$ cat src/ubk_defs.svh
// constants and operation summary for the baud/break control block
// Operation
// RULE_01: divide base clock by k, 4 to 255
// RULE_02: bit rate is counter output halved
// RULE_03: divider resets to all ones
// RULE_04: software rewrites divider only while idle
// RULE_05: break control resets to 0x16, msb read-only
// RULE_06: rx status set during break reception
// RULE_07: break error returns to reception, flag held
// RULE_08: rx trigger starts reception, reads zero
// RULE_09: tx trigger starts break send, reads zero
// RULE_10: break width 13 to 20 bit times
// RULE_11: first-bit select and tx inversion
// RULE_12: software changes order/inversion only while idle
// RULE_13: inversion keeps tx pin on serial output
// RULE_14: rx trigger only with power and rx enable
// RULE_15: tx trigger only with power and tx enable
// RULE_16: no retrigger during operation or refresh
// RULE_17: pin swap selects alternate pin pair
// RULE_18: default rx pin gated by input enable
// RULE_19: route bits feed irq and capture inputs
`ifndef UBK_DEFS_SVH
`define UBK_DEFS_SVH
`define UBK_ADDR_DIV 16'hff57
`define UBK_ADDR_BRK 16'hff58
`define UBK_ADDR_ISW 16'hff4f
`define UBK_ADDR_IST 16'hff50
`define UBK_ADDR_MSK 16'hff51
`define UBK_ADDR_MODE 16'hff52
`define UBK_DIV_RST 8'hff
`define UBK_BRK_RST 8'h16
`define UBK_ISW_RST 8'h00
`define UBK_DIV_MIN 8'h04
`define UBK_BIT_RXST 7
`define UBK_BIT_RXTRG 6
`define UBK_BIT_TXTRG 5
`define UBK_BIT_DIR 1
`define UBK_BIT_INV 0
`define UBK_BRK_BASE 5'h0d
`define UBK_BRK_CODE0 3'h5
`define UBK_BRK_MAX 5'h14
`define UBK_RXBRK_MIN 5'h0b
`define UBK_SWAP_A 5
`define UBK_SWAP_B 4
`define UBK_RXEN 3
`define UBK_CAP 1
`define UBK_IRQ 0
`endif

$ cat src/ubk_pkg.sv
// types for the baud/break control block
package ubk_pkg;
    typedef enum logic [1:0] {ubk_idle, ubk_tx_brk, ubk_rx_wait, ubk_rx_low} ubk_state_e;
endpackage

$ cat src/ubk_top.sv
// baud generator, break send/receive control and input routing
`timescale 1ns/100ps
`include "ubk_defs.svh"
module ubk_top (
    input wire logic clk,
    input wire logic resetn,
    input wire logic [15:0] addr,
    input wire logic [7:0] wdata,
    input wire logic wr,
    input wire logic rd,
    output logic [7:0] rdata,
    input wire logic base_clk_tick,
    input wire logic serial_tx_data,
    input wire logic rx_pin_default,
    input wire logic rx_pin_alt,
    input wire logic ext_irq_pin,
    input wire logic capture_pin,
    output logic baud_tick,
    output logic tx_pin_default,
    output logic tx_pin_alt,
    output logic tx_pin_default_oe_n,
    output logic tx_pin_alt_oe_n,
    output logic serial_rx_data,
    output logic external_irq_input,
    output logic timer_capture_input,
    output logic first_bit_select,
    output logic irq
);
    // ------------------------------------------------------------
    // registers
    // ------------------------------------------------------------
    logic [7:0] baud_divider_reg;
    logic [7:0] break_control_reg;
    logic [7:0] input_switch_reg;
    logic [2:0] mode_reg; // power, tx enable, rx enable
    logic [1:0] ist_reg;  // bit0 break sent, bit1 break received
    logic [1:0] msk_reg;
    ubk_pkg::ubk_state_e state_reg;
    logic [7:0] div_cnt_reg;
    logic half_reg;
    logic [4:0] bit_cnt_reg;
    logic [2:0] rxs_reg;
    logic rx_level_reg;
    logic [2:0] ext_s_reg;
    logic [2:0] cap_s_reg;
    logic ev_tx_done, ev_rx_done;
    logic power, txe, rxe;
    logic rx_sel;
    assign power = mode_reg[2];
    assign txe = mode_reg[1];
    assign rxe = mode_reg[0];
    logic sel_div, sel_brk, sel_isw, sel_ist, sel_msk, sel_mode;
    assign sel_div = addr == `UBK_ADDR_DIV;
    assign sel_brk = addr == `UBK_ADDR_BRK;
    assign sel_isw = addr == `UBK_ADDR_ISW;
    assign sel_ist = addr == `UBK_ADDR_IST;
    assign sel_msk = addr == `UBK_ADDR_MSK;
    assign sel_mode = addr == `UBK_ADDR_MODE;
    // a break starts on a fresh bit time so its length is whole bit times
    logic brk_restart;
    assign brk_restart = wr && sel_brk && wdata[`UBK_BIT_TXTRG] && power && txe && state_reg == ubk_pkg::ubk_idle;

    // ------------------------------------------------------------
    // register writes
    // ------------------------------------------------------------
    // divider writes below k=4 are ignored so the counter never stalls
    always_ff @(posedge clk or negedge resetn) begin
        if (!resetn) begin
            baud_divider_reg <= `UBK_DIV_RST; // RULE_03
        end else if (wr && sel_div && wdata >= `UBK_DIV_MIN) begin
            baud_divider_reg <= wdata; // RULE_01
        end
    end

    always_ff @(posedge clk or negedge resetn) begin
        if (!resetn) begin
            input_switch_reg <= `UBK_ISW_RST; // RULE_18
            msk_reg <= 2'h0;
            mode_reg <= 3'h0;
        end else begin
            if (wr && sel_isw) input_switch_reg <= {2'h0, wdata[5:0]};
            if (wr && sel_msk) msk_reg <= wdata[1:0];
            if (wr && sel_mode) mode_reg <= wdata[2:0];
        end
    end

    // bits 6..0 writable, bit 7 owned by hardware; triggers self-clear
    always_ff @(posedge clk or negedge resetn) begin
        if (!resetn) begin
            break_control_reg <= `UBK_BRK_RST; // RULE_05
        end else begin
            if (wr && sel_brk) begin
                break_control_reg[6:0] <= wdata[6:0]; // RULE_05
            end else begin
                if (ev_tx_done) break_control_reg[`UBK_BIT_TXTRG] <= 1'b0; // RULE_09
                if (ev_rx_done) break_control_reg[`UBK_BIT_RXTRG] <= 1'b0; // RULE_08
            end
            if (state_reg == ubk_pkg::ubk_rx_wait || state_reg == ubk_pkg::ubk_rx_low) begin
                break_control_reg[`UBK_BIT_RXST] <= 1'b1; // RULE_06 RULE_07
            end
            if (ev_rx_done || (!power && !rxe)) begin
                break_control_reg[`UBK_BIT_RXST] <= 1'b0; // RULE_06
            end
        end
    end

    // ------------------------------------------------------------
    // baud generator
    // ------------------------------------------------------------
    // counter output toggles a half flag; a bit time is two outputs
    always_ff @(posedge clk or negedge resetn) begin
        if (!resetn) begin
            div_cnt_reg <= 8'h00;
            half_reg <= 1'b0;
            baud_tick <= 1'b0;
        end else begin
            baud_tick <= 1'b0;
            if (!power || brk_restart) begin
                div_cnt_reg <= 8'h00;
                half_reg <= 1'b0;
            end else if (base_clk_tick) begin
                if (div_cnt_reg >= baud_divider_reg - 8'h01) begin // RULE_01
                    div_cnt_reg <= 8'h00;
                    half_reg <= ~half_reg;
                    baud_tick <= half_reg; // RULE_02
                end else begin
                    div_cnt_reg <= div_cnt_reg + 8'h01;
                end
            end
        end
    end

    // ------------------------------------------------------------
    // input synchronisers and pin routing
    // ------------------------------------------------------------
    // the default pin reads as idle high while its input enable is clear, never as a break; the alternate pin is not gated
    assign rx_sel = input_switch_reg[`UBK_SWAP_A] | input_switch_reg[`UBK_SWAP_B] ? rx_pin_alt
                    : (rx_pin_default | ~input_switch_reg[`UBK_RXEN]); // RULE_17 RULE_18
    always_ff @(posedge clk or negedge resetn) begin
        if (!resetn) begin
            rxs_reg <= 3'h7;
            ext_s_reg <= 3'h0;
            cap_s_reg <= 3'h0;
            rx_level_reg <= 1'b1;
        end else begin
            rxs_reg <= {rxs_reg[1:0], rx_sel};
            ext_s_reg <= {ext_s_reg[1:0], ext_irq_pin};
            cap_s_reg <= {cap_s_reg[1:0], capture_pin};
            if (rxs_reg[2] == rxs_reg[1]) rx_level_reg <= rxs_reg[2];
        end
    end

    always_ff @(posedge clk or negedge resetn) begin
        if (!resetn) begin
            serial_rx_data <= 1'b1;
            external_irq_input <= 1'b0;
            timer_capture_input <= 1'b0;
            first_bit_select <= 1'b0;
        end else begin
            serial_rx_data <= rx_level_reg;
            // pins count a change only once the last two stages agree
            if (input_switch_reg[`UBK_IRQ]) external_irq_input <= rx_level_reg; // RULE_19
            else if (ext_s_reg[2] == ext_s_reg[1]) external_irq_input <= ext_s_reg[2];
            if (input_switch_reg[`UBK_CAP]) timer_capture_input <= rx_level_reg; // RULE_19
            else if (cap_s_reg[2] == cap_s_reg[1]) timer_capture_input <= cap_s_reg[2];
            first_bit_select <= break_control_reg[`UBK_BIT_DIR]; // RULE_11
        end
    end

    // ------------------------------------------------------------
    // break send / receive
    // ------------------------------------------------------------
    logic [4:0] brk_len;
    // the width code wraps: the reset code gives the shortest break
    assign brk_len = `UBK_BRK_BASE + {2'h0, break_control_reg[4:2] - `UBK_BRK_CODE0}; // RULE_10
    logic tx_start, rx_start;
    assign tx_start = wr && sel_brk && wdata[`UBK_BIT_TXTRG] && power && txe;
    assign rx_start = wr && sel_brk && wdata[`UBK_BIT_RXTRG] && power && rxe;

    always_ff @(posedge clk or negedge resetn) begin
        if (!resetn) begin
            state_reg <= ubk_pkg::ubk_idle;
            bit_cnt_reg <= 5'h00;
        end else begin
            case (state_reg)
                ubk_pkg::ubk_idle: begin
                    bit_cnt_reg <= 5'h00;
                    if (tx_start) state_reg <= ubk_pkg::ubk_tx_brk; // RULE_09
                    else if (rx_start) state_reg <= ubk_pkg::ubk_rx_wait; // RULE_08
                end
                ubk_pkg::ubk_tx_brk: begin
                    if (!power || !txe) state_reg <= ubk_pkg::ubk_idle;
                    else if (baud_tick) begin
                        if (bit_cnt_reg == brk_len - 5'h01) state_reg <= ubk_pkg::ubk_idle; // RULE_10
                        bit_cnt_reg <= bit_cnt_reg + 5'h01;
                    end
                end
                ubk_pkg::ubk_rx_wait: begin
                    bit_cnt_reg <= 5'h00;
                    if (!power || !rxe) state_reg <= ubk_pkg::ubk_idle;
                    else if (!rx_level_reg) state_reg <= ubk_pkg::ubk_rx_low;
                end
                ubk_pkg::ubk_rx_low: begin
                    if (!power || !rxe) state_reg <= ubk_pkg::ubk_idle;
                    else if (rx_level_reg) begin
                        if (bit_cnt_reg >= `UBK_RXBRK_MIN) state_reg <= ubk_pkg::ubk_idle;
                        else state_reg <= ubk_pkg::ubk_rx_wait; // RULE_07
                    end else if (baud_tick && bit_cnt_reg != 5'h1f) begin
                        bit_cnt_reg <= bit_cnt_reg + 5'h01;
                    end
                end
                default: state_reg <= ubk_pkg::ubk_idle;
            endcase
        end
    end
    assign ev_tx_done = state_reg == ubk_pkg::ubk_tx_brk && baud_tick && power && txe
                        && bit_cnt_reg == brk_len - 5'h01;
    assign ev_rx_done = state_reg == ubk_pkg::ubk_rx_low && power && rxe && rx_level_reg
                        && bit_cnt_reg >= `UBK_RXBRK_MIN;

    // ------------------------------------------------------------
    // transmit pin
    // ------------------------------------------------------------
    // serial output owns the pin when enabled, or always while inverted
    logic tx_line, tx_own, swap;
    assign tx_line = (state_reg == ubk_pkg::ubk_tx_brk ? 1'b0 : serial_tx_data)
                     ^ break_control_reg[`UBK_BIT_INV]; // RULE_11
    assign tx_own = (power && txe) || break_control_reg[`UBK_BIT_INV]; // RULE_13
    assign swap = input_switch_reg[`UBK_SWAP_A] | input_switch_reg[`UBK_SWAP_B];
    always_ff @(posedge clk or negedge resetn) begin
        if (!resetn) begin
            tx_pin_default <= 1'b1;
            tx_pin_alt <= 1'b1;
            tx_pin_default_oe_n <= 1'b1;
            tx_pin_alt_oe_n <= 1'b1;
        end else begin
            tx_pin_default <= tx_line;
            tx_pin_alt <= tx_line;
            tx_pin_default_oe_n <= !(tx_own && !swap); // RULE_17
            tx_pin_alt_oe_n <= !(tx_own && swap); // RULE_17
        end
    end

    // ------------------------------------------------------------
    // interrupts and read-back
    // ------------------------------------------------------------
    // set wins over the read-clear
    always_ff @(posedge clk or negedge resetn) begin
        if (!resetn) begin
            ist_reg <= 2'h0;
            irq <= 1'b0;
        end else begin
            ist_reg <= (rd && sel_ist ? 2'h0 : ist_reg) | {ev_rx_done, ev_tx_done};
            irq <= |(ist_reg & msk_reg);
        end
    end

    always_ff @(posedge clk or negedge resetn) begin
        if (!resetn) begin
            rdata <= 8'h00;
        end else if (rd) begin
            if (sel_div) rdata <= baud_divider_reg;
            else if (sel_brk) rdata <= break_control_reg & 8'h9f; // RULE_08 RULE_09
            else if (sel_isw) rdata <= input_switch_reg;
            else if (sel_ist) rdata <= {6'h00, ist_reg};
            else if (sel_msk) rdata <= {6'h00, msk_reg};
            else if (sel_mode) rdata <= {5'h00, mode_reg};
            else rdata <= 8'h00;
        end else begin
            rdata <= 8'h00;
        end
    end

    // ------------------------------------------------------------
    // checks
    // ------------------------------------------------------------
    property p_div_reset;
        @(posedge clk) $rose(resetn) |-> baud_divider_reg == `UBK_DIV_RST;
    endproperty
    a_div_reset: assert property (p_div_reset) else $error("divider not ones after reset"); // RULE_03
    property p_div_legal;
        @(posedge clk) disable iff (!resetn) baud_divider_reg >= `UBK_DIV_MIN;
    endproperty
    a_div_legal: assert property (p_div_legal) else $error("divider below four"); // RULE_01
    property p_trig_read;
        @(posedge clk) disable iff (!resetn) rd && sel_brk |=> rdata[6:5] == 2'h0;
    endproperty
    a_trig_read: assert property (p_trig_read) else $error("trigger read nonzero"); // RULE_08
    property p_rxst_busy;
        @(posedge clk) disable iff (!resetn)
            state_reg == ubk_pkg::ubk_rx_low && !ev_rx_done && power && rxe |=> break_control_reg[7];
    endproperty
    a_rxst_busy: assert property (p_rxst_busy) else $error("rx status low in reception"); // RULE_06
    property p_rx_done;
        @(posedge clk) disable iff (!resetn) ev_rx_done |=> !break_control_reg[7] && ist_reg[1];
    endproperty
    a_rx_done: assert property (p_rx_done) else $error("rx done not reported"); // RULE_08
    property p_tx_done;
        @(posedge clk) disable iff (!resetn) ev_tx_done |=> state_reg == ubk_pkg::ubk_idle && ist_reg[0];
    endproperty
    a_tx_done: assert property (p_tx_done) else $error("tx break not ended"); // RULE_09
    property p_tx_low;
        @(posedge clk) disable iff (!resetn)
            state_reg == ubk_pkg::ubk_tx_brk |=> tx_pin_default == break_control_reg[0];
    endproperty
    a_tx_low: assert property (p_tx_low) else $error("break not driven"); // RULE_10
    property p_inv_own;
        @(posedge clk) disable iff (!resetn) break_control_reg[0] |=> !(tx_pin_default_oe_n && tx_pin_alt_oe_n);
    endproperty
    a_inv_own: assert property (p_inv_own) else $error("inverted tx pin released"); // RULE_13
    property p_route;
        @(posedge clk) disable iff (!resetn) input_switch_reg[0] |=> external_irq_input == $past(rx_level_reg);
    endproperty
    a_route: assert property (p_route) else $error("irq route wrong"); // RULE_19

    property p_tx_trig_clr;
        @(posedge clk) disable iff (!resetn) ev_tx_done && !wr |=> !break_control_reg[`UBK_BIT_TXTRG];
    endproperty
    a_tx_trig_clr: assert property (p_tx_trig_clr) else $error("tx trigger not cleared"); // RULE_09

    property p_rx_trig_clr;
        @(posedge clk) disable iff (!resetn) ev_rx_done && !wr |=> !break_control_reg[`UBK_BIT_RXTRG];
    endproperty
    a_rx_trig_clr: assert property (p_rx_trig_clr) else $error("rx trigger not cleared"); // RULE_08

    property p_rx_err_hold;
        @(posedge clk) disable iff (!resetn)
            state_reg == ubk_pkg::ubk_rx_low && power && rxe && rx_level_reg && bit_cnt_reg < `UBK_RXBRK_MIN
            |=> state_reg == ubk_pkg::ubk_rx_wait && break_control_reg[`UBK_BIT_RXST];
    endproperty
    a_rx_err_hold: assert property (p_rx_err_hold) else $error("short break not returned to wait"); // RULE_07

    property p_rxst_off;
        @(posedge clk) disable iff (!resetn) !power && !rxe |=> !break_control_reg[`UBK_BIT_RXST];
    endproperty
    a_rxst_off: assert property (p_rxst_off) else $error("rx status held while off"); // RULE_06

    property p_tick_pulse;
        @(posedge clk) disable iff (!resetn) baud_tick |=> !baud_tick;
    endproperty
    a_tick_pulse: assert property (p_tick_pulse) else $error("bit tick longer than one cycle"); // RULE_02

    property p_tx_begin;
        @(posedge clk) disable iff (!resetn)
            state_reg == ubk_pkg::ubk_idle && tx_start |=> state_reg == ubk_pkg::ubk_tx_brk;
    endproperty
    a_tx_begin: assert property (p_tx_begin) else $error("break send not started"); // RULE_09

    property p_rx_begin;
        @(posedge clk) disable iff (!resetn)
            state_reg == ubk_pkg::ubk_idle && rx_start && !tx_start |=> state_reg == ubk_pkg::ubk_rx_wait;
    endproperty
    a_rx_begin: assert property (p_rx_begin) else $error("break reception not started"); // RULE_08

    property p_swap_oe;
        @(posedge clk) disable iff (!resetn)
            input_switch_reg[`UBK_SWAP_A] || input_switch_reg[`UBK_SWAP_B] |=> tx_pin_default_oe_n;
    endproperty
    a_swap_oe: assert property (p_swap_oe) else $error("default tx pin driven while swapped"); // RULE_17

    property p_rx_gate;
        @(posedge clk) disable iff (!resetn)
            !(input_switch_reg[`UBK_SWAP_A] || input_switch_reg[`UBK_SWAP_B] || input_switch_reg[`UBK_RXEN]) |=> rxs_reg[0];
    endproperty
    a_rx_gate: assert property (p_rx_gate) else $error("disabled rx pin not ignored"); // RULE_18

    property p_cap_route;
        @(posedge clk) disable iff (!resetn)
            input_switch_reg[`UBK_CAP] |=> timer_capture_input == $past(rx_level_reg);
    endproperty
    a_cap_route: assert property (p_cap_route) else $error("capture route wrong"); // RULE_19

    property p_div_write;
        @(posedge clk) disable iff (!resetn)
            wr && sel_div && wdata >= `UBK_DIV_MIN |=> baud_divider_reg == $past(wdata);
    endproperty
    a_div_write: assert property (p_div_write) else $error("legal divider not taken"); // RULE_01

    property p_div_refuse;
        @(posedge clk) disable iff (!resetn) wr && sel_div && wdata < `UBK_DIV_MIN |=> $stable(baud_divider_reg);
    endproperty
    a_div_refuse: assert property (p_div_refuse) else $error("prohibited divider taken"); // RULE_01

    property p_brk_range;
        @(posedge clk) disable iff (!resetn) brk_len >= `UBK_BRK_BASE && brk_len <= `UBK_BRK_MAX;
    endproperty
    a_brk_range: assert property (p_brk_range) else $error("break length out of range"); // RULE_10
endmodule // ubk_top
$ cat config.mk
export PLATFORM = sky130hd
export DESIGN_NAME = ubk_top
export DESIGN_NICKNAME = d
export VERILOG_FILES = /design/src/ubk_pkg.sv /design/src/ubk_top.sv
export VERILOG_INCLUDE_DIRS = /design/src
export SDC_FILE = /design/constraint.sdc
export NUM_CORES = 1
export LEC_CHECK = 0
export BUFFER_PORTS_ARGS = -buffer_cell sky130_fd_sc_hd__buf_4
export CORE_ASPECT_RATIO = 2
export CORE_MARGIN = 4
export CORE_UTILIZATION = 50
export DETAILED_ROUTE_END_ITERATION = 12
export PLACE_DENSITY = 0.74
export RECOVER_POWER = 25
export SETUP_SLACK_MARGIN = 0.5
export SLEW_MARGIN = 20
export SYNTH_ARGS = -nofsm -noshare
export SYNTH_HDL_FRONTEND = slang
export SYNTH_SLANG_ARGS = --single-unit
$ cat constraint.sdc
create_clock -name clk -period 2.4 [get_ports clk]
set_input_delay 0.24 -clock clk [delete_from_list [all_inputs] [get_ports clk]]
set_output_delay 0.24 -clock clk [all_outputs]
set_load 0.02 [all_outputs]
==> flow_summary.json <==
{
  "hp-class": "in2reg",
  "coreArea_um2": 6670,
  "slew_violations": 71,
  "r2r-end": "half_reg",
  "ant_nets": 0,
  "drt_iter0_drc": 170,
  "cts_root_buf": "clkbuf_16",
  "syn_inst": 308,
  "grt_pass1_wl_mm": 14.4,
  "vdd_ir_drop_max_uv": 550,
  "clock_latency_ns": 0.33,
  "holdPathEnd": "cap_s_reg[0]",
  "crit_arrival_ns": 2.53,
  "rows": 42,
  "die_x_um": 66.8,
  "syn2layout_area_growth_pct": 32.7,
  "violations": "max-capacitance violations, max-slew violations",
  "clkTransAtPathRegs_ns": 0.05,
  "floorplan.initialDensity_pct": 51.9,
  "status": "finished, violations left",
  "grt_max_degree": 71,
  "slowest_stage": "dfstp_2",
  "dp_slack_ns": 0.0450,
  "ys_seq_elements": 70,
  "fin_skew_ns": 0.00335,
  "cts_sinks": 70,
  "drt_wl_total_mm": 9.28,
  "grtUsageTotal_pct": 22.8,
  "nets": 431,
  "drc": 0,
  "layout_setup_ws_ns": 0.125,
  "r2r_start": "baud_divider_reg[1]",
  "port_buffers": 51,
  "fin_area_um2": 4590,
  "reg2regPathDepth": 11,
  "antenna_found_initial": 0,
  "end_kind": "register",
  "cts_buffers": 9,
  "diodes": 0,
  "max_slew.worst_pin.slew_ns": 1.68,
  "dieArea_um2": 8400,
  "cp-start-kind": "register",
  "synth_area_leader_cell": "dfrtp_1",
  "powerDensity_nw_per_um2": 607,
  "synth_nets": 355,
  "grt_overflow": 0,
  "period_share_pct": 94.8,
  "dp_hpwl_mm": 6.42,
  "post_dp_cell_area_um2": 3970,
  "rsz0062_at_grt": "true",
  "setup_viol": 0,
  "synth_ff_type": "dfrtp_1",
  "worstPathRequired_ns": 2.66,
  "cts_tree": "done",
  "async_flop_share_pct": 100,
  "htreeDepth": 3,
  "holdPathStages": 1,
  "layout_min_cycle_time_ns": 2.27,
  "fin_setup_tns_ns": 0,
  "ys_seq_area_share_pct": 51.3,
  "drive_above_1_share_pct": 41.9,
  "critPathMaxStageDelay_ns": 0.55,
  "r2r_slack_ns": 0.13,
  "drt-wirelength-per-cell_um": 19.5,
  "boundaryPins": 52,
  "dr.pass1.iters": 5,
  "yosys_warnings": 0,
  "synth.distinct_cells": 56,
  "fillers": 506,
  "relSlewSlack_pct": -11.8,
  "finalHoldViolCount": 0,
  "grt_pass1_vias": 2967,
  "vias_per_cell": 5.92,
  "maxCapViolCount": 1,
  "min_from": "capture_pin",
  "vias": 2825,
  "clock_path_buffers": 2,
  "holdBufCountCts": 0,
  "leakagePower_nw": 2.08,
  "synthTopCellsByArea": "dfrtp_1, dfstp_2, mux2_2, ha_1, a21oi_1",
  "fmax_mhz": 440,
  "crit_chain": "inv_2 -> ha_4 -> nand2_4 -> nor3_2 -> xnor2_1 -> ha_1 -> o21a_1 -> o21ai_2 -> buf_4 -> or3_1 -> a21oi_1",
  "avgSynthCellArea_um2": 11.2,
  "synth_edf_count": 0,
  "netlist_area_um2": 3460,
  "critPathMaxFanout": 3,
  "gp_congestion": 0.873,
  "netlist.area_leader.share_pct": 36.9,
  "die_h_um": 126,
  "critical_path_class": "reg2reg"
}
-- final cells by class --
class | count | area [um2] | area share, %
clock inverter | 3 | 65.1 | 1.42
multi-input combinational | 221 | 1790 | 39.0
inverter | 10 | 40.0 | 0.872
timing repair buffer | 72 | 542 | 11.8
tap | 88 | 110 | 2.40
sequential | 70 | 1780 | 38.7
clock buffer | 13 | 270 | 5.89
-- how the worst max path moves through the flow --
stage                     depth (start not counted)                 from             end
after floorplan                                  10  baud_divider_reg[0]  div_cnt_reg[4]
after global placement                           10  baud_divider_reg[3]  div_cnt_reg[4]
after detailed placement                         10  baud_divider_reg[3]  div_cnt_reg[6]
after CTS                                        11  baud_divider_reg[0]        half_reg
after global routing                             10  baud_divider_reg[0]        half_reg
final                                            11  baud_divider_reg[1]        half_reg
-- worst max-delay path: cells and delay by family, from the launching register on --
family | cells | cell delay, ns
flops | 1 | 0.55
simple gates | 3 | 0.47
fa+ha+maj | 2 | 0.45
compound gates | 3 | 0.40
buf+inv | 2 | 0.21
xor+xnor | 1 | 0.13
-- cell usage in the layout, fill, tap and decap left out, types with 3 or more instances in the layout --
master and instances:
a21oi_1 11, or3_2 4, a21oi_2 6, and3_1 6, and2_1 6, xor2_1 8
buf_4 68, and4_1 4, nand3_1 8, clkbuf_8 3, clkbuf_16 9, dfrtp_1 51
xnor2_1 6, a31oi_1 4, ha_1 10, o21ai_2 3, o21ai_0 7, nor2_1 16
o211ai_1 3, nand2b_1 6, inv_1 7, o31ai_1 3, nand2_1 22, o32ai_1 3
nor3_1 4, nand4_1 5, mux2_2 21, dfstp_2 16, nor2b_1 5, dfstp_1 3
-- synthesized netlist by cell type, drive strengths merged, types with 6 or more instances --
| cell type | instances |
|---|---|
| xnor2 | 6 |
| nand2 | 23 |
| o21ai | 10 |
| dfrtp | 51 |
| and2 | 7 |
| a21oi | 19 |
| nand2b | 6 |
| nor2 | 18 |
| ha | 13 |
| dfstp | 19 |
| nand3 | 9 |
| and3 | 7 |
| mux2 | 21 |
| xor2 | 9 |
| inv | 10 |
| nor3 | 6 |
-- power by group --
part	switching [W]	internal (W)	total [W]
clock	0.000474	0.000993	0.00147
sequential	0.00000539	0.00119	0.00120
combinational	0.0000697	0.0000529	0.000123
-- metal layers --
metal  global-route usage [%]  routed length [um]  vias to the layer above
li1                         -                   -                     1289
met1                     23.0                3090                     1388
met2                     40.0                5340                      101
met3                     4.81                 274                       47
met4                     15.6                 573                        0
met5                        0                   0                        -
-- logic make-up after synthesis --
logic type / count (synthesis) / share of synthesized area (%)
multiplexers: 23 / 7.41
flip-flops: 70 / 51.3
adder cells (fa/ha/maj): 14 / 4.99
XOR/XNOR: 15 / 3.80
buffers and inverters: 17 / 2.35
AND/OR/NAND/NOR: 108 / 17.9
AO/OA/AOI/OAI: 61 / 12.3
-- timing repair --
action,CTS,global route
gates resized for setup,16,11
pin swaps,17,10
cloned,0,0
buffers inserted,15,3
setup endpoints to repair,12,14
-- through the flow --
stage / utilization (%) / hold slack [ns] / cells / power, W
global route: 68.8 / 0.0268 / 477 / 0.00289
finish: 68.8 / 0.0389 / 477 / 0.00279
detailed placement: 59.5 / 0.340 / 443 / 0.00134
floorplan: - / -0.0556 / 308 / 0.00125
global placement: 59.5 / 0.336 / 443 / 0.00134
CTS: 67.5 / 0.00545 / 474 / 0.00281
Power figures use the tool's default switching activity.
